**src/core/tpg_pkg.sv**
```systemverilog
// constants for the triple pulse generator: io addresses, field positions,
// reset values and pin indices; assumes an 8-bit io space with 6-bit addresses
package tpg_pkg;

  // widths
  localparam int TPG_DW = 11;
  localparam int TPG_NGEN = 3;
  localparam int TPG_DIV_W = 7;

  // io addresses
  localparam logic [5:0] TPG_ADDR_CLK = 6'h21;
  localparam logic [5:0] TPG_ADDR_BND_HI = 6'h24;
  localparam logic [5:0] TPG_ADDR_BND_LO = 6'h25;
  // per generator, entry 0 is pulse_gen_zero
  localparam logic [2:0][5:0] TPG_ADDR_CTL = {6'h2c, 6'h26, 6'h20};
  localparam logic [2:0][5:0] TPG_ADDR_DTY_HI = {6'h2e, 6'h28, 6'h22};
  localparam logic [2:0][5:0] TPG_ADDR_DTY_LO = {6'h2f, 6'h29, 6'h23};

  // clock register fields
  localparam int TPG_CLK_EN_BIT = 7;
  localparam int TPG_CLK_DIV_LSB = 4;
  localparam int TPG_CLK_SRC_BIT = 0;

  // control register fields
  localparam int TPG_CTL_STAT_BIT = 6;
  localparam int TPG_CTL_INV_BIT = 5;
  localparam int TPG_CTL_MODE_BIT = 4;
  localparam int TPG_CTL_PIN_LSB = 1;
  localparam int TPG_CTL_FUNC_BIT = 0;
  // readable stored bits; bits 5 and 4 of generator zero are write only
  localparam logic [2:0][5:0] TPG_CTL_RD_MASK = {6'h3f, 6'h3f, 6'h0f};

  // low register field positions
  localparam int TPG_DTY_LO_LSB = 5;
  localparam int TPG_BND_LO_LSB = 6;

  // pin field codes
  localparam logic [2:0] TPG_PIN_OFF = 3'h0;
  localparam logic [2:0] TPG_PIN_C1 = 3'h1;
  localparam logic [2:0] TPG_PIN_C3 = 3'h3;
  localparam logic [2:0] TPG_PIN_C4 = 3'h4;
  localparam logic [2:0] TPG_PIN_C5 = 3'h5;

  // port pin indices
  localparam int TPG_PORT_A_PIN0 = 0;
  localparam int TPG_PORT_A_PIN3 = 3;
  localparam int TPG_PORT_A_PIN4 = 4;
  localparam int TPG_PORT_A_PIN5 = 5;
  localparam int TPG_PORT_B_PIN2 = 2;
  localparam int TPG_PORT_B_PIN3 = 3;
  localparam int TPG_PORT_B_PIN4 = 4;
  localparam int TPG_PORT_B_PIN5 = 5;
  localparam int TPG_PORT_B_PIN6 = 6;
  localparam int TPG_PORT_B_PIN7 = 7;

  // values after reset
  localparam logic [5:0] TPG_CTL_RST = 6'h00;
  localparam logic [7:0] TPG_CLK_RST = 8'h00;
  localparam logic [10:0] TPG_DUTY_RST = 11'h000;
  localparam logic [10:0] TPG_BOUND_RST = 11'h000;
  localparam logic [2:0] TPG_STAGE_RST = 3'h0;

endpackage

```
**src/core/tpg_prescaler.sv**
```systemverilog
// power-of-two prescaler for the shared pulse counter
// assumes src_tick is a one-cycle pulse synchronous to clk
`timescale 1ns/1ps
module tpg_prescaler
  import tpg_pkg::*;
(
  // clock and reset
  input wire logic clk,
  input wire logic rst,
  // control
  input wire logic run,
  input wire logic src_tick,
  input wire logic [2:0] div_sel,
  // result
  output logic step_r
);

  logic [TPG_DIV_W-1:0] div_cnt_r;
  logic [TPG_DIV_W:0] span;
  logic [TPG_DIV_W-1:0] limit;
  logic at_limit;

  // code n divides by two to the n
  assign span = 8'h01 << div_sel;
  assign limit = TPG_DIV_W'(span - 8'h01);
  assign at_limit = div_cnt_r >= limit;

  // stopping clears the divider so a restart begins a whole division
  always_ff @(posedge clk)
  begin
    if (rst || !run)
    begin
      div_cnt_r <= '0;
      step_r <= 1'b0;
    end
    else if (src_tick)
    begin
      div_cnt_r <= at_limit ? '0 : div_cnt_r + 7'h01;
      step_r <= at_limit;
    end
    else
    begin
      step_r <= 1'b0;
    end
  end

  a_step_spacing: assert property (@(posedge clk) disable iff (rst)
    (run && src_tick && div_sel == 3'h1 && div_cnt_r == 7'h00) ##1 (run && src_tick) |=> step_r)
    else $error("divide by two did not step on second source tick");

endmodule

```
**src/core/tpg_top.sv**
```systemverilog
// three pulse generators sharing one 11-bit up counter, reached through io space
// assumes one io read or write per cycle and synchronous oscillator tick inputs
//
// Notes on behaviour
// - common enable bit runs or stops everything
// - three-bit prescaler divides by one to 128
// - source bit picks system clock or oscillator
// - duty high holds bits 10:3, low 2:0
// - bound high register holds bound bits 10:3
// - bound low bits 7:6 give bound bits 2:1
// - control bit 6 reads present output level
// - control bit 5 inverts generator output
// - generator zero bit 4 selects combined output
// - function bit zero picks xor or or
// - generator zero pin field routes to pins
// - generator one path carries one or two
// - generator one pin field routes to pins
// - generator two path may halve frequency
// - generator two pin field routes to pins
`timescale 1ns/1ps
module tpg_top
  import tpg_pkg::*;
#(
  parameter bit OSC_DOUBLE = 1'b0
)
(
  // clock and reset
  input wire logic clk,
  input wire logic rst,
  // io space access
  input wire logic [5:0] io_addr,
  input wire logic io_wr,
  input wire logic [7:0] io_wdata,
  input wire logic io_rd,
  output logic [7:0] io_rdata,
  // oscillator ticks
  input wire logic fast_internal_osc_tick,
  input wire logic fast_internal_osc_x2_tick,
  // port pin drive
  output logic [7:0] port_a_level,
  output logic [7:0] port_a_take,
  output logic [7:0] port_b_level,
  output logic [7:0] port_b_take
);

  // shared state
  logic [7:0] clk_cfg_r;
  logic [TPG_DW-1:0] bound_r;
  logic [TPG_DW-1:0] cnt_r;
  logic [TPG_DW-1:0] cnt_nxt;
  logic [2:0] out_r;
  logic half_r;
  logic wave2_d_r;
  logic [7:0] io_rdata_r;
  logic [7:0] port_a_level_r;
  logic [7:0] port_a_take_r;
  logic [7:0] port_b_level_r;
  logic [7:0] port_b_take_r;

  // decoded and per generator wires
  logic run;
  logic src_tick;
  logic step;
  logic wr_clk;
  logic wr_bnd_hi;
  logic wr_bnd_lo;
  logic [2:0] raw;
  logic [2:0] wave;
  logic [2:0] path;
  logic [2:0][5:0] ctl_all;
  logic [2:0][TPG_DW-1:0] duty_all;
  logic [2:0][7:0] ctl_rd;
  logic [2:0] hit_ctl;
  logic [2:0][2:0] pin_code;
  logic half_nxt;
  logic [7:0] rd_nxt;
  logic [7:0] a_take_nxt;
  logic [7:0] b_take_nxt;
  logic [7:0] a_level_nxt;
  logic [7:0] b_level_nxt;

  // clock configuration decode
  assign run = clk_cfg_r[TPG_CLK_EN_BIT];
  assign src_tick = !clk_cfg_r[TPG_CLK_SRC_BIT] ? 1'b1 :
    (OSC_DOUBLE ? fast_internal_osc_x2_tick : fast_internal_osc_tick);
  assign wr_clk = io_wr && io_addr == TPG_ADDR_CLK;
  assign wr_bnd_hi = io_wr && io_addr == TPG_ADDR_BND_HI;
  assign wr_bnd_lo = io_wr && io_addr == TPG_ADDR_BND_LO;

  tpg_prescaler u_prescaler (
    .clk(clk),
    .rst(rst),
    .run(run),
    .src_tick(src_tick),
    .div_sel(clk_cfg_r[TPG_CLK_DIV_LSB +: 3]),
    .step_r(step)
  );

  // clock register and counter bound; bound bit 0 has no writable field
  always_ff @(posedge clk)
  begin
    if (rst)
    begin
      clk_cfg_r <= TPG_CLK_RST;
      bound_r <= TPG_BOUND_RST;
    end
    else
    begin
      if (wr_clk)
        clk_cfg_r <= io_wdata;
      if (wr_bnd_hi)
        bound_r[10:3] <= io_wdata;
      if (wr_bnd_lo)
        bound_r[2:1] <= io_wdata[TPG_BND_LO_LSB +: 2];
    end
  end

  // shared counter: wraps to zero after reaching the bound
  assign cnt_nxt = !run ? cnt_r :
    !step ? cnt_r :
    (cnt_r >= bound_r) ? '0 : cnt_r + 11'h001;

  always_ff @(posedge clk)
  begin
    if (rst)
      cnt_r <= '0;
    else
      cnt_r <= cnt_nxt;
  end

  // per generator registers and comparator
  for (genvar g = 0; g < TPG_NGEN; g++)
  begin : g_gen
    logic [5:0] ctl_r;
    logic [2:0] stage_r;
    logic [TPG_DW-1:0] duty_r;
    logic wr_ctl;
    logic wr_hi;
    logic wr_lo;

    assign wr_ctl = io_wr && io_addr == TPG_ADDR_CTL[g];
    assign wr_hi = io_wr && io_addr == TPG_ADDR_DTY_HI[g];
    assign wr_lo = io_wr && io_addr == TPG_ADDR_DTY_LO[g];

    // low bits wait in a stage so the comparator never sees a half update
    always_ff @(posedge clk)
    begin
      if (rst)
      begin
        ctl_r <= TPG_CTL_RST;
        stage_r <= TPG_STAGE_RST;
        duty_r <= TPG_DUTY_RST;
      end
      else
      begin
        if (wr_ctl)
          ctl_r <= io_wdata[5:0]; // status bit 6 is not stored
        if (wr_lo)
          stage_r <= io_wdata[TPG_DTY_LO_LSB +: 3];
        if (wr_hi)
          duty_r <= {io_wdata, stage_r};
      end
    end

    assign ctl_all[g] = ctl_r;
    assign duty_all[g] = duty_r;
    assign raw[g] = cnt_r < duty_r;
    assign wave[g] = raw[g] ^ ctl_r[TPG_CTL_INV_BIT];
    assign pin_code[g] = ctl_r[TPG_CTL_PIN_LSB +: 3];
    assign hit_ctl[g] = io_addr == TPG_ADDR_CTL[g];
    assign ctl_rd[g] = {1'b0, out_r[g], ctl_r & TPG_CTL_RD_MASK[g]};
  end

  // output path selection
  assign path[0] = !ctl_all[0][TPG_CTL_MODE_BIT] ? wave[0] :
    (ctl_all[0][TPG_CTL_FUNC_BIT] ? (wave[0] | wave[1]) : (wave[0] ^ wave[1]));
  assign path[1] = ctl_all[1][TPG_CTL_MODE_BIT] ? wave[2] : wave[1];
  // halving toggles on each rising edge of generator two
  assign half_nxt = (wave[2] && !wave2_d_r) ? !half_r : half_r;
  assign path[2] = ctl_all[2][TPG_CTL_MODE_BIT] ? half_r : wave[2];

  // pin routing; reserved codes leave every pin undriven
  always_comb
  begin
    a_take_nxt = 8'h00;
    b_take_nxt = 8'h00;
    b_take_nxt[TPG_PORT_B_PIN5] = pin_code[0] == TPG_PIN_C1;
    a_take_nxt[TPG_PORT_A_PIN0] = pin_code[0] == TPG_PIN_C3;
    b_take_nxt[TPG_PORT_B_PIN4] = pin_code[0] == TPG_PIN_C4;
    b_take_nxt[TPG_PORT_B_PIN6] = pin_code[1] == TPG_PIN_C1;
    a_take_nxt[TPG_PORT_A_PIN4] = pin_code[1] == TPG_PIN_C3;
    b_take_nxt[TPG_PORT_B_PIN7] = pin_code[1] == TPG_PIN_C4;
    b_take_nxt[TPG_PORT_B_PIN3] = pin_code[2] == TPG_PIN_C1;
    a_take_nxt[TPG_PORT_A_PIN3] = pin_code[2] == TPG_PIN_C3;
    b_take_nxt[TPG_PORT_B_PIN2] = pin_code[2] == TPG_PIN_C4;
    a_take_nxt[TPG_PORT_A_PIN5] = pin_code[2] == TPG_PIN_C5;
  end

  // a routed pin follows its generator path, other pins are held low
  assign a_level_nxt = a_take_nxt & {1'b0, {2{path[2]}}, path[1], path[2], 2'b00, path[0]};
  assign b_level_nxt = b_take_nxt & {{2{path[1]}}, path[0], path[0], {2{path[2]}}, 2'b00};

  // read data; write-only and unmapped addresses read as zero
  assign rd_nxt = hit_ctl[0] ? ctl_rd[0] :
    hit_ctl[1] ? ctl_rd[1] :
    hit_ctl[2] ? ctl_rd[2] : 8'h00;

  // output stage: every output leaves from a flip-flop
  always_ff @(posedge clk)
  begin
    if (rst)
    begin
      out_r <= 3'h0;
      half_r <= 1'b0;
      wave2_d_r <= 1'b0;
      io_rdata_r <= 8'h00;
      port_a_level_r <= 8'h00;
      port_a_take_r <= 8'h00;
      port_b_level_r <= 8'h00;
      port_b_take_r <= 8'h00;
    end
    else
    begin
      out_r <= path;
      half_r <= half_nxt;
      wave2_d_r <= wave[2];
      if (io_rd)
        io_rdata_r <= rd_nxt;
      port_a_level_r <= a_level_nxt;
      port_a_take_r <= a_take_nxt;
      port_b_level_r <= b_level_nxt;
      port_b_take_r <= b_take_nxt;
    end
  end

  assign io_rdata = io_rdata_r;
  assign port_a_level = port_a_level_r;
  assign port_a_take = port_a_take_r;
  assign port_b_level = port_b_level_r;
  assign port_b_take = port_b_take_r;

  // checks
  a_stop_holds: assert property (@(posedge clk) disable iff (rst)
    !run ##1 !run |-> $stable(cnt_r))
    else $error("counter moved while stopped");

  a_count_wrap: assert property (@(posedge clk) disable iff (rst)
    (run && step && cnt_r >= bound_r) |=> cnt_r == 11'h000)
    else $error("counter did not wrap at bound");

  a_count_step: assert property (@(posedge clk) disable iff (rst)
    (run && step && cnt_r < bound_r) |=> cnt_r == $past(cnt_r) + 11'h001)
    else $error("counter did not advance by one");

  a_sysclk_div1: assert property (@(posedge clk) disable iff (rst)
    (run && clk_cfg_r[6:4] == 3'h0 && !clk_cfg_r[TPG_CLK_SRC_BIT]) [*2] |-> step)
    else $error("system clock with divide by one missed a step");

  a_bound_low: assert property (@(posedge clk) disable iff (rst)
    wr_bnd_lo |=> bound_r[2:1] == $past(io_wdata[7:6]) && bound_r[0] == 1'b0)
    else $error("bound low bits not taken from bits 7 and 6");

  a_duty_whole: assert property (@(posedge clk) disable iff (rst)
    (io_wr && io_addr == TPG_ADDR_DTY_LO[0]) |=> $stable(duty_all[0]))
    else $error("duty changed on a low register write");

  // the io master leaves one idle cycle between strobes, so the high write lands two cycles later
  a_duty_load: assert property (@(posedge clk) disable iff (rst)
    (io_wr && io_addr == TPG_ADDR_DTY_LO[1]) ##1 !io_wr ##1 (io_wr && io_addr == TPG_ADDR_DTY_HI[1])
    |=> duty_all[1] == {$past(io_wdata), $past(io_wdata[7:5], 3)})
    else $error("duty word not assembled from high and low writes");

  a_status_read: assert property (@(posedge clk) disable iff (rst)
    (io_rd && io_addr == TPG_ADDR_CTL[2]) |=> io_rdata[TPG_CTL_STAT_BIT] == $past(out_r[2]))
    else $error("status bit does not show output level");

  a_invert_path: assert property (@(posedge clk) disable iff (rst)
    !ctl_all[1][TPG_CTL_MODE_BIT] |=> out_r[1] == $past(raw[1] ^ ctl_all[1][TPG_CTL_INV_BIT]))
    else $error("generator one polarity wrong");

  a_combine_func: assert property (@(posedge clk) disable iff (rst)
    ctl_all[0][TPG_CTL_MODE_BIT] |=> out_r[0] == ($past(ctl_all[0][TPG_CTL_FUNC_BIT]) ?
      $past(wave[0] | wave[1]) : $past(wave[0] ^ wave[1])))
    else $error("combined output of generator zero wrong");

  a_half_toggle: assert property (@(posedge clk) disable iff (rst)
    (wave[2] && !wave2_d_r) |=> half_r != $past(half_r))
    else $error("halved output did not toggle on rising edge");

  a_pin_route: assert property (@(posedge clk) disable iff (rst)
    pin_code[0] == TPG_PIN_C3 |=> port_a_take[TPG_PORT_A_PIN0] &&
      port_a_level[TPG_PORT_A_PIN0] == $past(path[0]))
    else $error("generator zero not routed to port a pin 0");

  a_pin_off: assert property (@(posedge clk) disable iff (rst)
    (pin_code[2] == TPG_PIN_OFF) |=> (port_a_take & 8'h28) == 8'h00 && (port_b_take & 8'h0c) == 8'h00)
    else $error("generator two drives a pin while disabled");

  a_route_b7: assert property (@(posedge clk) disable iff (rst)
    pin_code[1] == TPG_PIN_C4 |=> port_b_take[TPG_PORT_B_PIN7] &&
      port_b_level[TPG_PORT_B_PIN7] == $past(path[1]))
    else $error("generator one not routed to port b pin 7");

  a_route_a5: assert property (@(posedge clk) disable iff (rst)
    pin_code[2] == TPG_PIN_C5 |=> port_a_take[TPG_PORT_A_PIN5] &&
      port_a_level[TPG_PORT_A_PIN5] == $past(path[2]))
    else $error("generator two not routed to port a pin 5");

  a_gen2_select: assert property (@(posedge clk) disable iff (rst)
    ctl_all[1][TPG_CTL_MODE_BIT] |=> out_r[1] == $past(wave[2]))
    else $error("generator one path does not carry generator two");

  // a zero duty must keep the raw output low over the whole period
  a_raw_zero: assert property (@(posedge clk) disable iff (rst)
    duty_all[0] == 11'h000 |-> !raw[0])
    else $error("raw output high with zero duty");

  // reserved codes must release every pin of generator zero
  a_reserved_off: assert property (@(posedge clk) disable iff (rst)
    (pin_code[0] == 3'h2 || pin_code[0] > 3'h4) |=> !port_b_take[TPG_PORT_B_PIN5] &&
      !port_a_take[TPG_PORT_A_PIN0] && !port_b_take[TPG_PORT_B_PIN4])
    else $error("generator zero drives a pin on a reserved code");

  c_wrap: cover property (@(posedge clk) disable iff (rst) run && step && cnt_r >= bound_r);
  c_combine: cover property (@(posedge clk) disable iff (rst) ctl_all[0][TPG_CTL_MODE_BIT] && out_r[0]);
  c_half: cover property (@(posedge clk) disable iff (rst) ctl_all[2][TPG_CTL_MODE_BIT] && half_r);
  c_route_b7: cover property (@(posedge clk) disable iff (rst) port_b_take[TPG_PORT_B_PIN7] && port_b_level[7]);

endmodule

```
**config.mk**
```make
export PLATFORM = sky130hd
export DESIGN_NAME = tpg_top
export DESIGN_NICKNAME = d
export VERILOG_FILES = /design/src/core/tpg_pkg.sv /design/src/core/tpg_prescaler.sv /design/src/core/tpg_top.sv
export SDC_FILE = /design/constraint.sdc
export NUM_CORES = 1
export LEC_CHECK = 0
export BUFFER_PORTS_ARGS = -buffer_cell sky130_fd_sc_hd__buf_4
export CORE_MARGIN = 5
export CORE_UTILIZATION = 30
export CTS_BUF_LIST = sky130_fd_sc_hd__clkbuf_2
export CTS_CLUSTER_SIZE = 40
export DETAILED_ROUTE_END_ITERATION = 16
export SYNTH_ARGS = -nofsm -noshare
export SYNTH_HDL_FRONTEND = slang
export SYNTH_SLANG_ARGS = --single-unit
export TNS_END_PERCENT = 5
```
**constraint.sdc**
```tcl
create_clock -name clk -period 3.1 [get_ports clk]
set_input_delay 0.62 -clock clk [delete_from_list [all_inputs] [get_ports clk]]
set_output_delay 0.62 -clock clk [all_outputs]
set_load 0.05 [all_outputs]
```
; ---- Word level (Yosys, flattened, before mapping)
; Index checks and enable logic that the tools add are counted.
[classes]
shift = 1
n_reduce_logical = 19
n_bitwise = 8
n_mux = 10
n_addsub = 3
magnitude_cmp = 5
n_eq_ne = 22
[op_table]
columns = op, count
row1 = 6-bit equality test (second input constant), 12
row2 = 11-bit < comparator, 3
row3 = 7-bit two-way mux, 4
row4 = 1-bit logical AND, 13
row5 = 3-bit equality test (second input constant), 4
row6 = 11-bit by 1-bit adder with 11-bit output (second input constant), 1
row7 = 11-bit greater-or-equal comparator, 1
row8 = 11-bit two-way mux, 1
row9 = 3-bit by 1-bit equality test with 1-bit output (second input constant), 3
row10 = 3-bit by 2-bit equality test with 1-bit output (second input constant), 3
row11 = 8-bit AND, 1
row12 = 7-bit by 1-bit adder with 7-bit output (second input constant), 1
row13 = 6-bit by 7-bit AND with 7-bit output, 1
row14 = 7-bit greater-or-equal comparator, 1
row15 = 1-bit by 3-bit << shifter with 7-bit output (first input constant), 1
row16 = 7-bit by 1-bit subtractor with 7-bit output (second input constant), 1
row17 = 1-bit two-way mux, 5
row18 = 1-bit bitwise XOR, 4
row19 = 1-bit zero test, 3
row20 = 2-bit AND reduction, 1
row21 = 2-bit OR reduction, 1
row22 = 1-bit logical OR, 1
row23 = 1-bit NOT, 1
row24 = 1-bit bitwise OR, 1
[totals]
out_inout_bits = 40
input_bits = 20
elab_cells = 93
reg_bits = 142

; ---- Longest topological paths before layout
; Gate-level depths: netlist (run 1).
[logic_depth]
word_depth = 6
mapped_depth = 14
mapped_depth_nobuf = 14

; ---- Cells and area by module
; From an unflattened synthesis (run 1), not the netlist that was laid out.
[unflattened]
cells_unflattened = 663
area_unflattened_um2 = 6088.3
[by_module_without_submodules]
columns = mod, seq_area_each_um2, n_inst, cells_per_inst, area_per_inst_um2
row1 = tpg_top, 2362.3, 1, 605, 5547.8
row2 = tpg_prescaler, 160.2, 1, 58, 540.5

; ---- Worst setup path after synthesis (run 1)
; OpenSTA, ideal clock, no wires.
[synth_timing]
path_kind = reg-to-reg
start = register cnt_r[4]
end = register out_r[0]
period_less_slack_ns = 2.766
setup_slack_ns = 0.334
t_required_ns = 2.972
t_arrival_ns = 2.638
path_stages_with_launch = 14
setup_time_ns = 0.128
path_buffers = 0
cell_sequence = dfxtp_1 ha_1 a21o_1 a21o_1 a221oi_1 inv_1 a21oi_1 xnor2_1 ha_1 nor2_1 a21oi_1 a221oi_1 o211a_2 nor2_1
[synth_via]
elab_chain_cells = 5
elab_cells_between_ends = 8
cone_classes = order compare (2) / mux (2) / bitwise (4)
[synth_lines]
columns = element, line_no
row1 = from (decl), tpg_top.sv:49  ; logic [TPG_DW-1:0] cnt_r;
row2 = from (signal assigned), tpg_top.sv:128  ; cnt_r <= cnt_nxt;
row3 = 11-bit < comparator, tpg_top.sv:167  ; assign raw[g] = cnt_r < duty_r;
row4 = 1-bit bitwise XOR, tpg_top.sv:168  ; assign wave[g] = raw[g] ^ ctl_r[TPG_CTL_INV_BIT];
row5 = 1-bit bitwise XOR / 1-bit bitwise OR (equally long branches), tpg_top.sv:176  ; (ctl_all[0][TPG_CTL_FUNC_BIT] ? (wave[0] | wave[1]) : (wave[0] ^ wave[1]));
row6 = 1-bit two-way mux, tpg_top.sv:176
row7 = 1-bit two-way mux (*), tpg_top.sv:175  ; assign path[0] = !ctl_all[0][TPG_CTL_MODE_BIT] ? wave[0] :
row8 = to (signal assigned), tpg_top.sv:224  ; out_r <= path;
row9 = to (decl), tpg_top.sv:51  ; logic [2:0] out_r;
; Mark *: on every way between the ends. The rest lies on a longest branch, timed or not.
; A chain may end at the register's enable or synchronous reset.

; ---- Worst setup path after layout (run 1)
[layout_timing]
start = register g_gen[0].duty_r[4]
end = register out_r[0]
[layout_via]
elab_chain_cells = 5
elab_cells_between_ends = 6
cone_classes = order compare (1) / mux (2) / bitwise (3)
[layout_lines]
columns = element, line_no
row1 = from (decl), tpg_top.sv:136  ; logic [TPG_DW-1:0] duty_r;
row2 = from (signal assigned), tpg_top.sv:161  ; duty_r <= {io_wdata, stage_r};
row3 = 11-bit < comparator (*), tpg_top.sv:167
row4 = 1-bit bitwise XOR (*), tpg_top.sv:168
row5 = 1-bit bitwise XOR / 1-bit bitwise OR (equally long branches), tpg_top.sv:176
row6 = 1-bit two-way mux, tpg_top.sv:176
row7 = 1-bit two-way mux (*), tpg_top.sv:175
; Marked as above.

==> key figures, run 1 <==
Logic synthesis
  • Yosys Warn Count: 0
  • Compound-cell area share of the yosys netlist: 8.45%
  • FF+latch count, synth: 126
  • Synth Flop Type: dfxtp_1
  • Ys async rst share: 0%
  • Seq/Total Area, Yosys: 41.7%
  • Top cell type's share of synthesized area: 41.7%
  • Most area-consuming cells after synthesis: dfxtp_1 42%, mux2i_1 12%, ha_1 10%, nor2_1 7.0%, inv_1 2.9%
  • Mapped Area: 6060 µm²
  • Syn Area/Cell: 9.22 µm²
  • Synth Area in XOR/XNOR: 2.60%
  • Mux share of post-synthesis cell area: 12.6%
  • Largest family of logic cells by synthesized area: simple AND/OR/NAND/NOR gates
  • Number of synthesized flops with an enable pin: 0
  • Adder-Cell Fraction of Synth Area: 10.3%
  • Count leader, synth: dfxtp_1
  • Post-synth top cells: 126 x dfxtp_1, 113 x nor2_1, 75 x mux2i_1
  • Cells after Synth: 657
  • Area leader, netlist: dfxtp_1
  • Synth Area in Simple Gates: 17.9%
  • Netlist cell types: 50

Worst setup path
  • Slowest cell on crit path: dfxtp_1
  • CP max FO: 4
  • Worst Setup End Kind: register
  • Crit path required time: 3.71 ns
  • WP data arrival: 3.41 ns
  • Worst path cell trace: inv_1 > ha_1 > a21o_1 > a21o_1 > a221oi_2 > inv_1 > a21oi_1 > xnor2_1 > ha_1 > nor2_1 > a21oi_1 > a221oi_1 > o211a_2 > nor2_1
  • Critical path type: register to register
  • Largest stage delay, worst path: 0.37 ns
  • Crit start category: register

Global routing
  • Largest net degree at the start of global routing: 67
  • Congestion Overflow GR: 0
  • Vias in the first global route: 4329
  • Initial antenna violation count: 1
  • Total Routing Usage GR: 12.2%
  • First-pass GRT wire length: 22800 µm

Timing
  • Final hold vios: 0
  • Slew @ Worst Pin: 0.845 ns
  • Max-slew headroom: 43.4%
  • Final worst clock skew: 0.0214 ns
  • Setup violations, final: 0
  • Tcrit/Tclk final: 90.1%
  • Pins Over Slew Limit: 0
  • Setup Total Neg Slack: 0 ns
  • Fmax: 358 MHz
  • RSZ-0062 raised after global routing: no
  • Crit path time final: 2.79 ns
  • Final setup margin: 0.306 ns

Route
  • Total vias in the final route: 4581
  • Initial DRT Pass Iterations: 5
  • Drt drc: 0
  • Via density per instance: 4.59
  • Routed WL: 13700 µm
  • Drt wl/cell: 13.7 µm
  • Final ANT Viol Nets: 0
  • DRT iter0 DRCs: 234

Cells and area
  • Util after Layout: 34.8%
  • Filler cells: 2138
  • Layout cells sized above 1: 15.4%
  • Synthesis-to-layout area growth: 15.3%
  • Finished Layout Cells: 998
  • Nets: 784

Floorplan
  • Initial core utilization: 30.2%
  • Die Span X: 152 µm
  • Core outline area: 20000 µm²
  • Die Area: 23100 µm²
  • Rows: 52
  • # IOs: 60
  • Die H: 152 µm

Placed design
  • Post-DP HPWL: 9810 µm
  • Place WS: 0.210 ns
  • RePlAce Congestion: 0.778
  • DP Cell Count: 964
  • Port bufs: 45

Power and ir drop
  • Leak pwr: 2.78 nW
  • VDD IR max: 0.000157 V
  • P per Cell Area: 411 nW/µm²

Clocking
  • Clock Root Buffer: clkbuf_2
  • Clk buf depth: 2
  • CTS tree: yes
  • CTS sink count: 126
  • Inserted Clock Buffers: 17
  • Clock transition at path regs: 0.18 ns
  • Htree depth: 4
  • Clock Latency Late Sink: 0.71 ns

Run
  • Max-cap violations: 0

Hold path
  • Worst hold path type: input port to register

Run status
  • Status: completed
==> report_power, final <==
part           switching (mW)  internal [mW]
Clock                   0.617          0.438
Combinational           0.130         0.0461
Sequential            0.00601           1.63
Total                   0.753           2.12
==> sequential cells by signal, indices dropped and copies added, names as in the netlist, 4 cells and up <==
signal / count
port_b_level: 6
port_a_take: 4
g_gen.duty_r: 33
port_b_take: 6
g_gen.ctl_r: 18
port_a_level: 4
g_gen.stage_r: 9
cnt_r: 11
clk_cfg_r: 5
u_prescaler.div_cnt_r: 7
bound_r: 10
io_rdata: 7
==> final timing paths <==
kind	from	endpoint	slack (ns)	cells past startpoint
hold / removal	io_rd	io_rdata[2]$_SDFFE_PP0P_	0.19	2
hold reg to reg	bound_r[2]$_SDFFE_PP0P_	bound_r[2]$_SDFFE_PP0P_	0.47	2
setup reg to reg	g_gen[0].duty_r[4]$_SDFFE_PP0P_	out_r[0]$_SDFF_PP0_	0.31	14
setup / recovery	g_gen[0].duty_r[4]$_SDFFE_PP0P_	out_r[0]$_SDFF_PP0_	0.31	14
==> stage by stage <==
stage / hold slack, ns / instance area, µm² / total power, mW
finish: 0.189 / 6980 / 2.87
floorplan: 0.436 / 6100 / 1.80
global placement: 0.450 / 6720 / 1.85
detailed placement: 0.458 / 6720 / 1.85
global route: 0.0865 / 6980 / 3.00
CTS: 0.119 / 6960 / 2.90
==> logic make-up (layout without fill, tap and decap cells) <==
family,count (synthesis),after routing
compound gates,72,72
simple gates,227,227
fa+ha+maj,50,50
xor+xnor,18,18
buf+inv,87,145
flops,126,126
other cells,1,14
mux,76,76
==> placed cells by master (no fill, tap or decap), types with 5 or more instances in the layout <==
| master | instances |
|---|---|
| ha_1 | 50 |
| o21ai_0 | 7 |
| inv_1 | 47 |
| nand4_1 | 5 |
| a21o_1 | 8 |
| nor2_1 | 113 |
| nand2b_1 | 7 |
| nor2b_1 | 9 |
| a211oi_1 | 12 |
| mux2i_1 | 75 |
| buf_4 | 66 |
| nand3_1 | 16 |
| nand2_1 | 33 |
| a222oi_1 | 5 |
| dfxtp_1 | 126 |
| xnor2_1 | 5 |
| clkbuf_2 | 18 |
| xor2_1 | 13 |
| a21oi_1 | 21 |
| clkinv_2 | 6 |
| nor3_1 | 10 |
| and3_1 | 6 |
| conb_1 | 13 |
==> routing by layer <==
metal | wire [µm] | track usage, % | vias to the layer above
met5 | 0 | 0 | -
met4 | 141 | 3.81 | 0
met3 | 648 | 3.16 | 16
met2 | 6140 | 18.8 | 78
met1 | 6750 | 16.7 | 2147
li1 | - | - | 2340
==> area by class of cell <==
type                       count  area (µm²)  area share, %
multi-input combinational    456        3210           45.9
sequential                   126        2520           36.1
timing repair buffer          66         495           7.10
tap                          270         338           4.84
inverter                      47         176           2.53
clock inverter                14         150           2.15
clock buffer                  18        90.1           1.29
antenna                        1        2.50         0.0358
==> timing repair <==
item,in CTS,in global routing
buffers inserted,0,1
hold endpoints to repair,0,0
setup endpoints to repair,0,4
hold buffers,0,0
gates resized for setup,0,3
==> critical path, delay by kind of cell (launching register included) <==
kind | cells | cell delay (ns)
adders and majority gates | 2 | 0.54
buffers and inverters | 2 | 0.11
xor gates and xnor gates | 1 | 0.15
and+or+nand+nor | 2 | 0.14
DFF | 1 | 0.37
AOI/OAI and AO/OA | 7 | 1.40
Note: power is estimated with default switching activity, not from simulation.
==> run 2: changes to the inputs <==
--- a/config.mk
+++ b/config.mk
@@ -11,6 +11,7 @@
 export CTS_BUF_LIST = sky130_fd_sc_hd__clkbuf_2
 export CTS_CLUSTER_SIZE = 40
 export DETAILED_ROUTE_END_ITERATION = 16
+export RECOVER_POWER = 100
 export SYNTH_ARGS = -nofsm -noshare
 export SYNTH_HDL_FRONTEND = slang
 export SYNTH_SLANG_ARGS = --single-unit
==> run 2 against run 1 <==
Against the previous run: non-clock buffer count unchanged; routed wire length decreased by 0.10%; sequential share of layout area rose by 0.92 points; largest cell class unchanged; highest routed layer unchanged.
==> key figures, run 2 (synthesis results as in run 1) <==
Clocking
  • Clock Latency Late Sink: 0.71 ns (about the same)
  • Clock Root Buffer: clkbuf_2
  • CTS tree: yes
  • Htree depth: 4 (unchanged)
  • Inserted Clock Buffers: 17 (unchanged)
  • Clk buf depth: 2 (unchanged)
  • Clock transition at path regs: 0.20 ns (+0.02 ns)
  • CTS sink count: 126 (unchanged)

Route
  • Drt wl/cell: 13.7 µm (-0.10%)
  • Drt drc: 0 (unchanged)
  • Initial DRT Pass Iterations: 4 (-1)
  • Total vias in the final route: 4576 (-0.11%)
  • DRT iter0 DRCs: 270 (+15%)
  • Routed WL: 13700 µm (-0.10%)
  • Final ANT Viol Nets: 0 (unchanged)
  • Via density per instance: 4.59 (-0.11%)

Power and ir drop
  • Gate power share: 5.8% (-0.3 points)
  • NetSw: 0.753 mW (about the same)
  • Clock power frac: 36.9% (about the same)
  • Sw Ratio: 26.3% (+0.044 points)
  • Part of the power in registers: 57.2% (about the same)
  • Int Power: 2.11 mW (-0.31%)
  • Leak pwr: 2.63 nW (-5.4%)
  • P per Cell Area: 420 nW/µm² (+2.3%)
  • VDD IR max: 0.000157 V (about the same)

Timing
  • Setup Total Neg Slack: 0 ns (unchanged)
  • RSZ-0062 raised after global routing: no
  • Setup violations, final: 0 (unchanged)
  • Final worst clock skew: 0.0307 ns (+0.00931 ns)
  • Max-slew headroom: 7.78% (-36 points)
  • Crit path time final: 2.80 ns (+0.00377 ns)
  • Slew @ Worst Pin: 1.38 ns (+0.538 ns)
  • Pins Over Slew Limit: 0 (unchanged)
  • Final hold vios: 0 (unchanged)
  • Fmax: 357 MHz (-0.13%)
  • Tcrit/Tclk final: 90.3% (+0.12 points)

Cells and area
  • Finished Layout Cells: 998 (unchanged)
  • Most frequent cells in the layout: 126 x dfxtp_1, 115 x nor2_1, 75 x mux2i_1
  • Synthesis-to-layout area growth: 12.4%
  • Largest register FFs: 33 (unchanged)
  • Filler cells: 2160 (+1.0%)
  • Layout cells sized above 1: 10.0% (-5.4 points)
  • Largest registers: g_gen.duty_r: 33 flops, g_gen.ctl_r: 18 flops, cnt_r: 11 flops
  • Util after Layout: 34.0% (-0.87 points)
  • Largest Register: g_gen.duty_r
  • Nets: 784 (unchanged)
  • Commonest non-fill, non-tap cell in the layout: dfxtp_1

Floorplan
  • Die Span X: 152 µm (unchanged)
  • Die H: 152 µm (unchanged)
  • Rows: 52 (unchanged)
  • Die Area: 23100 µm² (unchanged)
  • # IOs: 60 (unchanged)
  • Initial core utilization: 30.2% (unchanged)
  • Core outline area: 20000 µm² (unchanged)

Placed design
  • RePlAce Congestion: 0.778 (unchanged)
  • Port bufs: 45 (unchanged)
  • Post-DP HPWL: 9810 µm (unchanged)
  • DP Cell Count: 964 (unchanged)

Run status
  • Status: completed

Worst setup path
  • Crit start category: register
  • WP data arrival: 3.40 ns (about the same)
  • Critical path type: register to register
  • CP max FO: 4 (unchanged)
  • Worst Setup End Kind: register
  • Crit path required time: 3.70 ns (about the same)

Global routing
  • Initial antenna violation count: 1 (unchanged)
  • Total Routing Usage GR: 12.2% (unchanged)
  • Largest net degree at the start of global routing: 67 (unchanged)
  • First-pass GRT wire length: 22800 µm (unchanged)
  • Congestion Overflow GR: 0 (unchanged)
  • Vias in the first global route: 4329 (unchanged)

Run
  • Max-cap violations: 0 (unchanged)

Hold path
  • Worst hold path type: input port to register
-- run 2: final timing paths --
path | slack (ns) | depth (start not counted) | endpoint | startpoint
worst min register to register | 0.48 | 2 | bound_r[2]$_SDFFE_PP0P_ | bound_r[2]$_SDFFE_PP0P_
worst max register to register | 0.30 | 14 | out_r[0]$_SDFF_PP0_ | g_gen[0].duty_r[4]$_SDFFE_PP0P_
worst max-delay path | 0.30 | 14 | out_r[0]$_SDFF_PP0_ | g_gen[0].duty_r[4]$_SDFFE_PP0P_
worst min-delay path | 0.18 | 2 | io_rdata[2]$_SDFFE_PP0P_ | io_rd
-- run 2: per-stage QoR --
stage / hold WS [ns] / total power [mW] / instance area (µm²) / setup slack [ns]
3_5_place_dp: 0.458 / 1.85 / 6720 / 0.210
6_report: 0.179 / 2.86 / 6810 / 0.302
4_1_cts: 0.119 / 2.90 / 6960 / 0.182
5_1_grt: 0.0865 / 2.99 / 6810 / 0.00592
2_1_floorplan: 0.436 / 1.80 / 6100 / 0.334
3_3_place_gp: 0.450 / 1.85 / 6720 / 0.229
-- run 2: per-layer routing --
metal	part of all wire, %	vias up	global-route usage [%]
li1	-	2341	-
met1	50	2131	16.7
met2	45	85	18.8
met3	4.3	19	3.16
met4	1.3	0	3.81
met5	0	-	0
-- run 2: final cells by class --
| class | instances | area [µm²] | area share [%] |
|---|---|---|---|
| clock buffers | 18 | 90.1 | 1.32 |
| well taps | 270 | 338 | 4.96 |
| multi-input cells | 456 | 3160 | 46.4 |
| flip-flops and latches | 126 | 2520 | 37.0 |
| clock inverters | 14 | 150 | 2.21 |
| inverters | 47 | 176 | 2.59 |
| repair buffers | 66 | 369 | 5.42 |
| diodes | 1 | 2.50 | 0.0368 |
-- run 2: worst max-delay path: stages, from the launching register on --
cell and delay [ns]:
dfxtp_1 0.37, inv_1 0.05, ha_1 0.29, a21o_1 0.16, a21o_1 0.19, a221oi_2 0.29, inv_1 0.06, a21oi_1 0.15
xnor2_1 0.14, ha_1 0.25, nor2_1 0.09, a21oi_1 0.05, a221oi_1 0.28, o211a_2 0.28, nor2_1 0.05
-- run 2: timing repair --
action,CTS,global route
hold buffers,0,0
gates resized for setup,0,3
setup buffers,0,1
endpoints found under the setup margin,0,4
-- run 2: power groups by stage --
stage | Sequential [mW] | Combinational, mW | Clock, mW
5_1_grt | 1.64 | 0.182 | 1.17
6_report | 1.64 | 0.167 | 1.06
2_1_floorplan | 1.69 | 0.116 | 0
3_5_place_dp | 1.67 | 0.177 | 0
4_1_cts | 1.64 | 0.178 | 1.09
3_3_place_gp | 1.67 | 0.177 | 0
==> run 3: changes to the inputs <==
--- a/config.mk
+++ b/config.mk
@@ -5,8 +5,8 @@
 export SDC_FILE = /design/constraint.sdc
 export NUM_CORES = 1
 export LEC_CHECK = 0
-export BUFFER_PORTS_ARGS = -buffer_cell sky130_fd_sc_hd__buf_4
-export CORE_MARGIN = 5
+export BUFFER_PORTS_ARGS = -buffer_cell sky130_fd_sc_hd__buf_2
+export CORE_MARGIN = 1
 export CORE_UTILIZATION = 30
 export CTS_BUF_LIST = sky130_fd_sc_hd__clkbuf_2
 export CTS_CLUSTER_SIZE = 40
==> run 3 against run 2 <==
Against the previous run: combinational power fell by 4%; clock power fell by 11%; cell area fell by 1.6%; critical endpoint unchanged; register-to-register slack about the same; sequential power barely moved; routed wire length shrank 1.5%; critical path depth stayed put.
==> key figures, run 3 (synthesis results as in run 1) <==
Clocking
  • Clock Root Buffer: clkbuf_2
  • Inserted Clock Buffers: 17 (unchanged)
  • Clock Latency Late Sink: 0.70 ns (about the same)
  • CTS sink count: 126 (unchanged)
  • CTS tree: yes
  • Setup bufs post-CTS: 0 (unchanged)
  • Post-CTS Hold Buffers: 0 (unchanged)
  • Clk buf depth: 2 (unchanged)
  • Post-CTS sizing: 0 (unchanged)
  • Htree depth: 4 (unchanged)
  • Clock transition at path regs: 0.18 ns (-0.02 ns)

Worst setup path
  • Crit start category: register
  • Crit path required time: 3.71 ns (about the same)
  • Worst Setup End Kind: register
  • Critical path type: register to register
  • WP data arrival: 3.41 ns (about the same)
  • CP max FO: 4 (unchanged)

Route
  • Drt drc: 0 (unchanged)
  • Metal2 WL: 6010 µm (-1.5%)
  • Initial DRT Pass Iterations: 6 (+2)
  • Routed WL: 13500 µm (-1.5%)
  • Drt wl/cell: 13.6 µm (-0.98%)
  • Final ANT Viol Nets: 0 (unchanged)
  • Via density per instance: 4.55 (-0.84%)
  • Total vias in the final route: 4515 (-1.3%)
  • Uppermost routed layer: met4
  • Wire length on met3: 500 µm (-16%)
  • Wl on met1: 6720 µm (-1.0%)
  • DRT iter0 DRCs: 229 (-15%)

Placed design
  • Post-DP HPWL: 9680 µm (-1.3%)
  • Placement Cell Area: 6620 µm² (-1.5%)
  • RePlAce Congestion: 0.788 (+1.2%)
  • DP Cell Count: 961 (-0.31%)
  • Port bufs: 45 (unchanged)

Timing
  • RSZ-0062 raised after global routing: no
  • Crit path time final: 2.81 ns (+0.00961 ns)
  • Setup violations, final: 0 (unchanged)
  • Final worst clock skew: 0.0219 ns (-0.00889 ns)
  • Pins Over Slew Limit: 0 (unchanged)
  • Setup Total Neg Slack: 0 ns (unchanged)
  • Max-slew headroom: 17.0% (+9.2 points)
  • Slew @ Worst Pin: 1.24 ns (-0.148 ns)
  • Final hold vios: 0 (unchanged)
  • Fmax: 356 MHz (-0.34%)
  • Tcrit/Tclk final: 90.6% (+0.31 points)

Global routing
  • Congestion Overflow GR: 0 (unchanged)
  • Total Routing Usage GR: 14.0% (+1.8 points)
  • Largest net degree at the start of global routing: 52 (-22%)
  • First-pass GRT wire length: 21900 µm (-4.1%)
  • Vias in the first global route: 4239 (-2.1%)
  • Initial antenna violation count: 1 (unchanged)

Power and ir drop
  • Clock power frac: 34.4% (-2.5 points)
  • Leak pwr: 2.59 nW (-1.3%)
  • Int Power: 2.02 mW (-4.1%)
  • Sw Ratio: 26.2% (-0.13 points)
  • VDD IR max: 0.000147 V (-6.6%)
  • Gate power share: 5.9% (about the same)
  • NetSw: 0.717 mW (-4.7%)
  • Part of the power in registers: 59.7% (+2.5 points)
  • P per Cell Area: 409 nW/µm² (-2.7%)

Cells and area
  • Largest Register: g_gen.duty_r
  • Most frequent cells in the layout: 126 x dfxtp_1, 115 x nor2_1, 75 x mux2i_1
  • Synthesis-to-layout area growth: 10.6%
  • Largest register FFs: 33 (unchanged)
  • Multi-input logic area: 3140 µm² (-0.51%)
  • Nets: 785 (+0.13%)
  • Util after Layout: 34.1% (+0.11 points)
  • Sequential standard cell area: 2520 µm² (unchanged)
  • Filler cells: 2070 (-4.2%)
  • Commonest non-fill, non-tap cell in the layout: dfxtp_1
  • Layout cells sized above 1: 8.80% (-1.2 points)
  • Largest registers: g_gen.duty_r: 33 flops, g_gen.ctl_r: 18 flops, cnt_r: 11 flops
  • Final instance area: 6700 µm² (-1.6%)
  • Finished Layout Cells: 993 (-0.50%)

Floorplan
  • # IOs: 60 (unchanged)
  • Rows: 51 (-1.9%)
  • Core outline area: 19700 µm² (-1.9%)
  • Die Span X: 144 µm (-5.3%)
  • Initial core utilization: 30.8% (+0.59 points)
  • Die H: 144 µm (-5.3%)
  • Die Area: 20800 µm² (-10%)

Hold path
  • Worst hold path type: input port to register

Run
  • Max-cap violations: 0 (unchanged)

Run status
  • Status: completed
==> run 3: cell count changes in the layout (fill, tap and decap cells not counted), sizes merged <==
cell and delta:
clkbuf +4, clkinvlp -3, buf -1, bufinv -1, clkinv +1
==> run 3: worst paths after layout <==
| path | from | end | slack [ns] | cells after the start |
|---|---|---|---|---|
| setup / recovery | g_gen[0].duty_r[4]$_SDFFE_PP0P_ | out_r[0]$_SDFF_PP0_ | 0.29 | 14 |
| hold / removal | io_rd | io_rdata[5]$_SDFFE_PP0P_ | 0.27 | 2 |
| hold reg to reg | bound_r[2]$_SDFFE_PP0P_ | bound_r[2]$_SDFFE_PP0P_ | 0.49 | 2 |
| setup reg to reg | g_gen[0].duty_r[4]$_SDFFE_PP0P_ | out_r[0]$_SDFF_PP0_ | 0.29 | 14 |
==> run 3: final cells by class <==
| class | instances | area share, % |
|---|---|---|
| tap | 265 | 4.95 |
| multi-input combinational | 456 | 46.9 |
| clock buffer | 20 | 1.49 |
| timing repair buffer | 67 | 4.80 |
| sequential | 126 | 37.7 |
| clock inverter | 11 | 1.49 |
| inverter | 47 | 2.63 |
| antenna | 1 | 0.0374 |
==> run 3: power by group through the flow <==
stage / Sequential, mW / Clock (mW) / Combinational [mW]
global route: 1.64 / 1.06 / 0.175
global placement: 1.67 / 0 / 0.168
floorplan: 1.69 / 0 / 0.116
detailed placement: 1.67 / 0 / 0.169
finish: 1.64 / 0.942 / 0.161
CTS: 1.64 / 0.979 / 0.169
==> run 3: metal layers <==
layer  track usage, %  vias to the layer above
li1                 -                     2342
met1             18.2                     2068
met2             22.4                       90
met3             3.11                       15
met4             5.21                        0
met5                0                        -
==> run 3: critical path: stages, from the launching register on <==
cell	delay, ns
dfxtp_1	0.37
inv_1	0.04
ha_1	0.28
a21o_1	0.16
a21o_1	0.17
a221oi_1	0.34
inv_1	0.07
a21oi_1	0.16
xnor2_1	0.14
ha_1	0.24
nor2_1	0.08
a21oi_1	0.05
a221oi_1	0.28
o211a_2	0.28
nor2_1	0.05
==> run 3: through the flow <==
stage               setup slack (ns)  total power [mW]  hold WS, ns
global placement               0.248              1.84        0.456
floorplan                      0.334              1.80        0.436
finish                         0.292              2.74        0.274
detailed placement             0.277              1.84        0.459
global route                 0.00391              2.87        0.215
CTS                            0.251              2.79        0.212
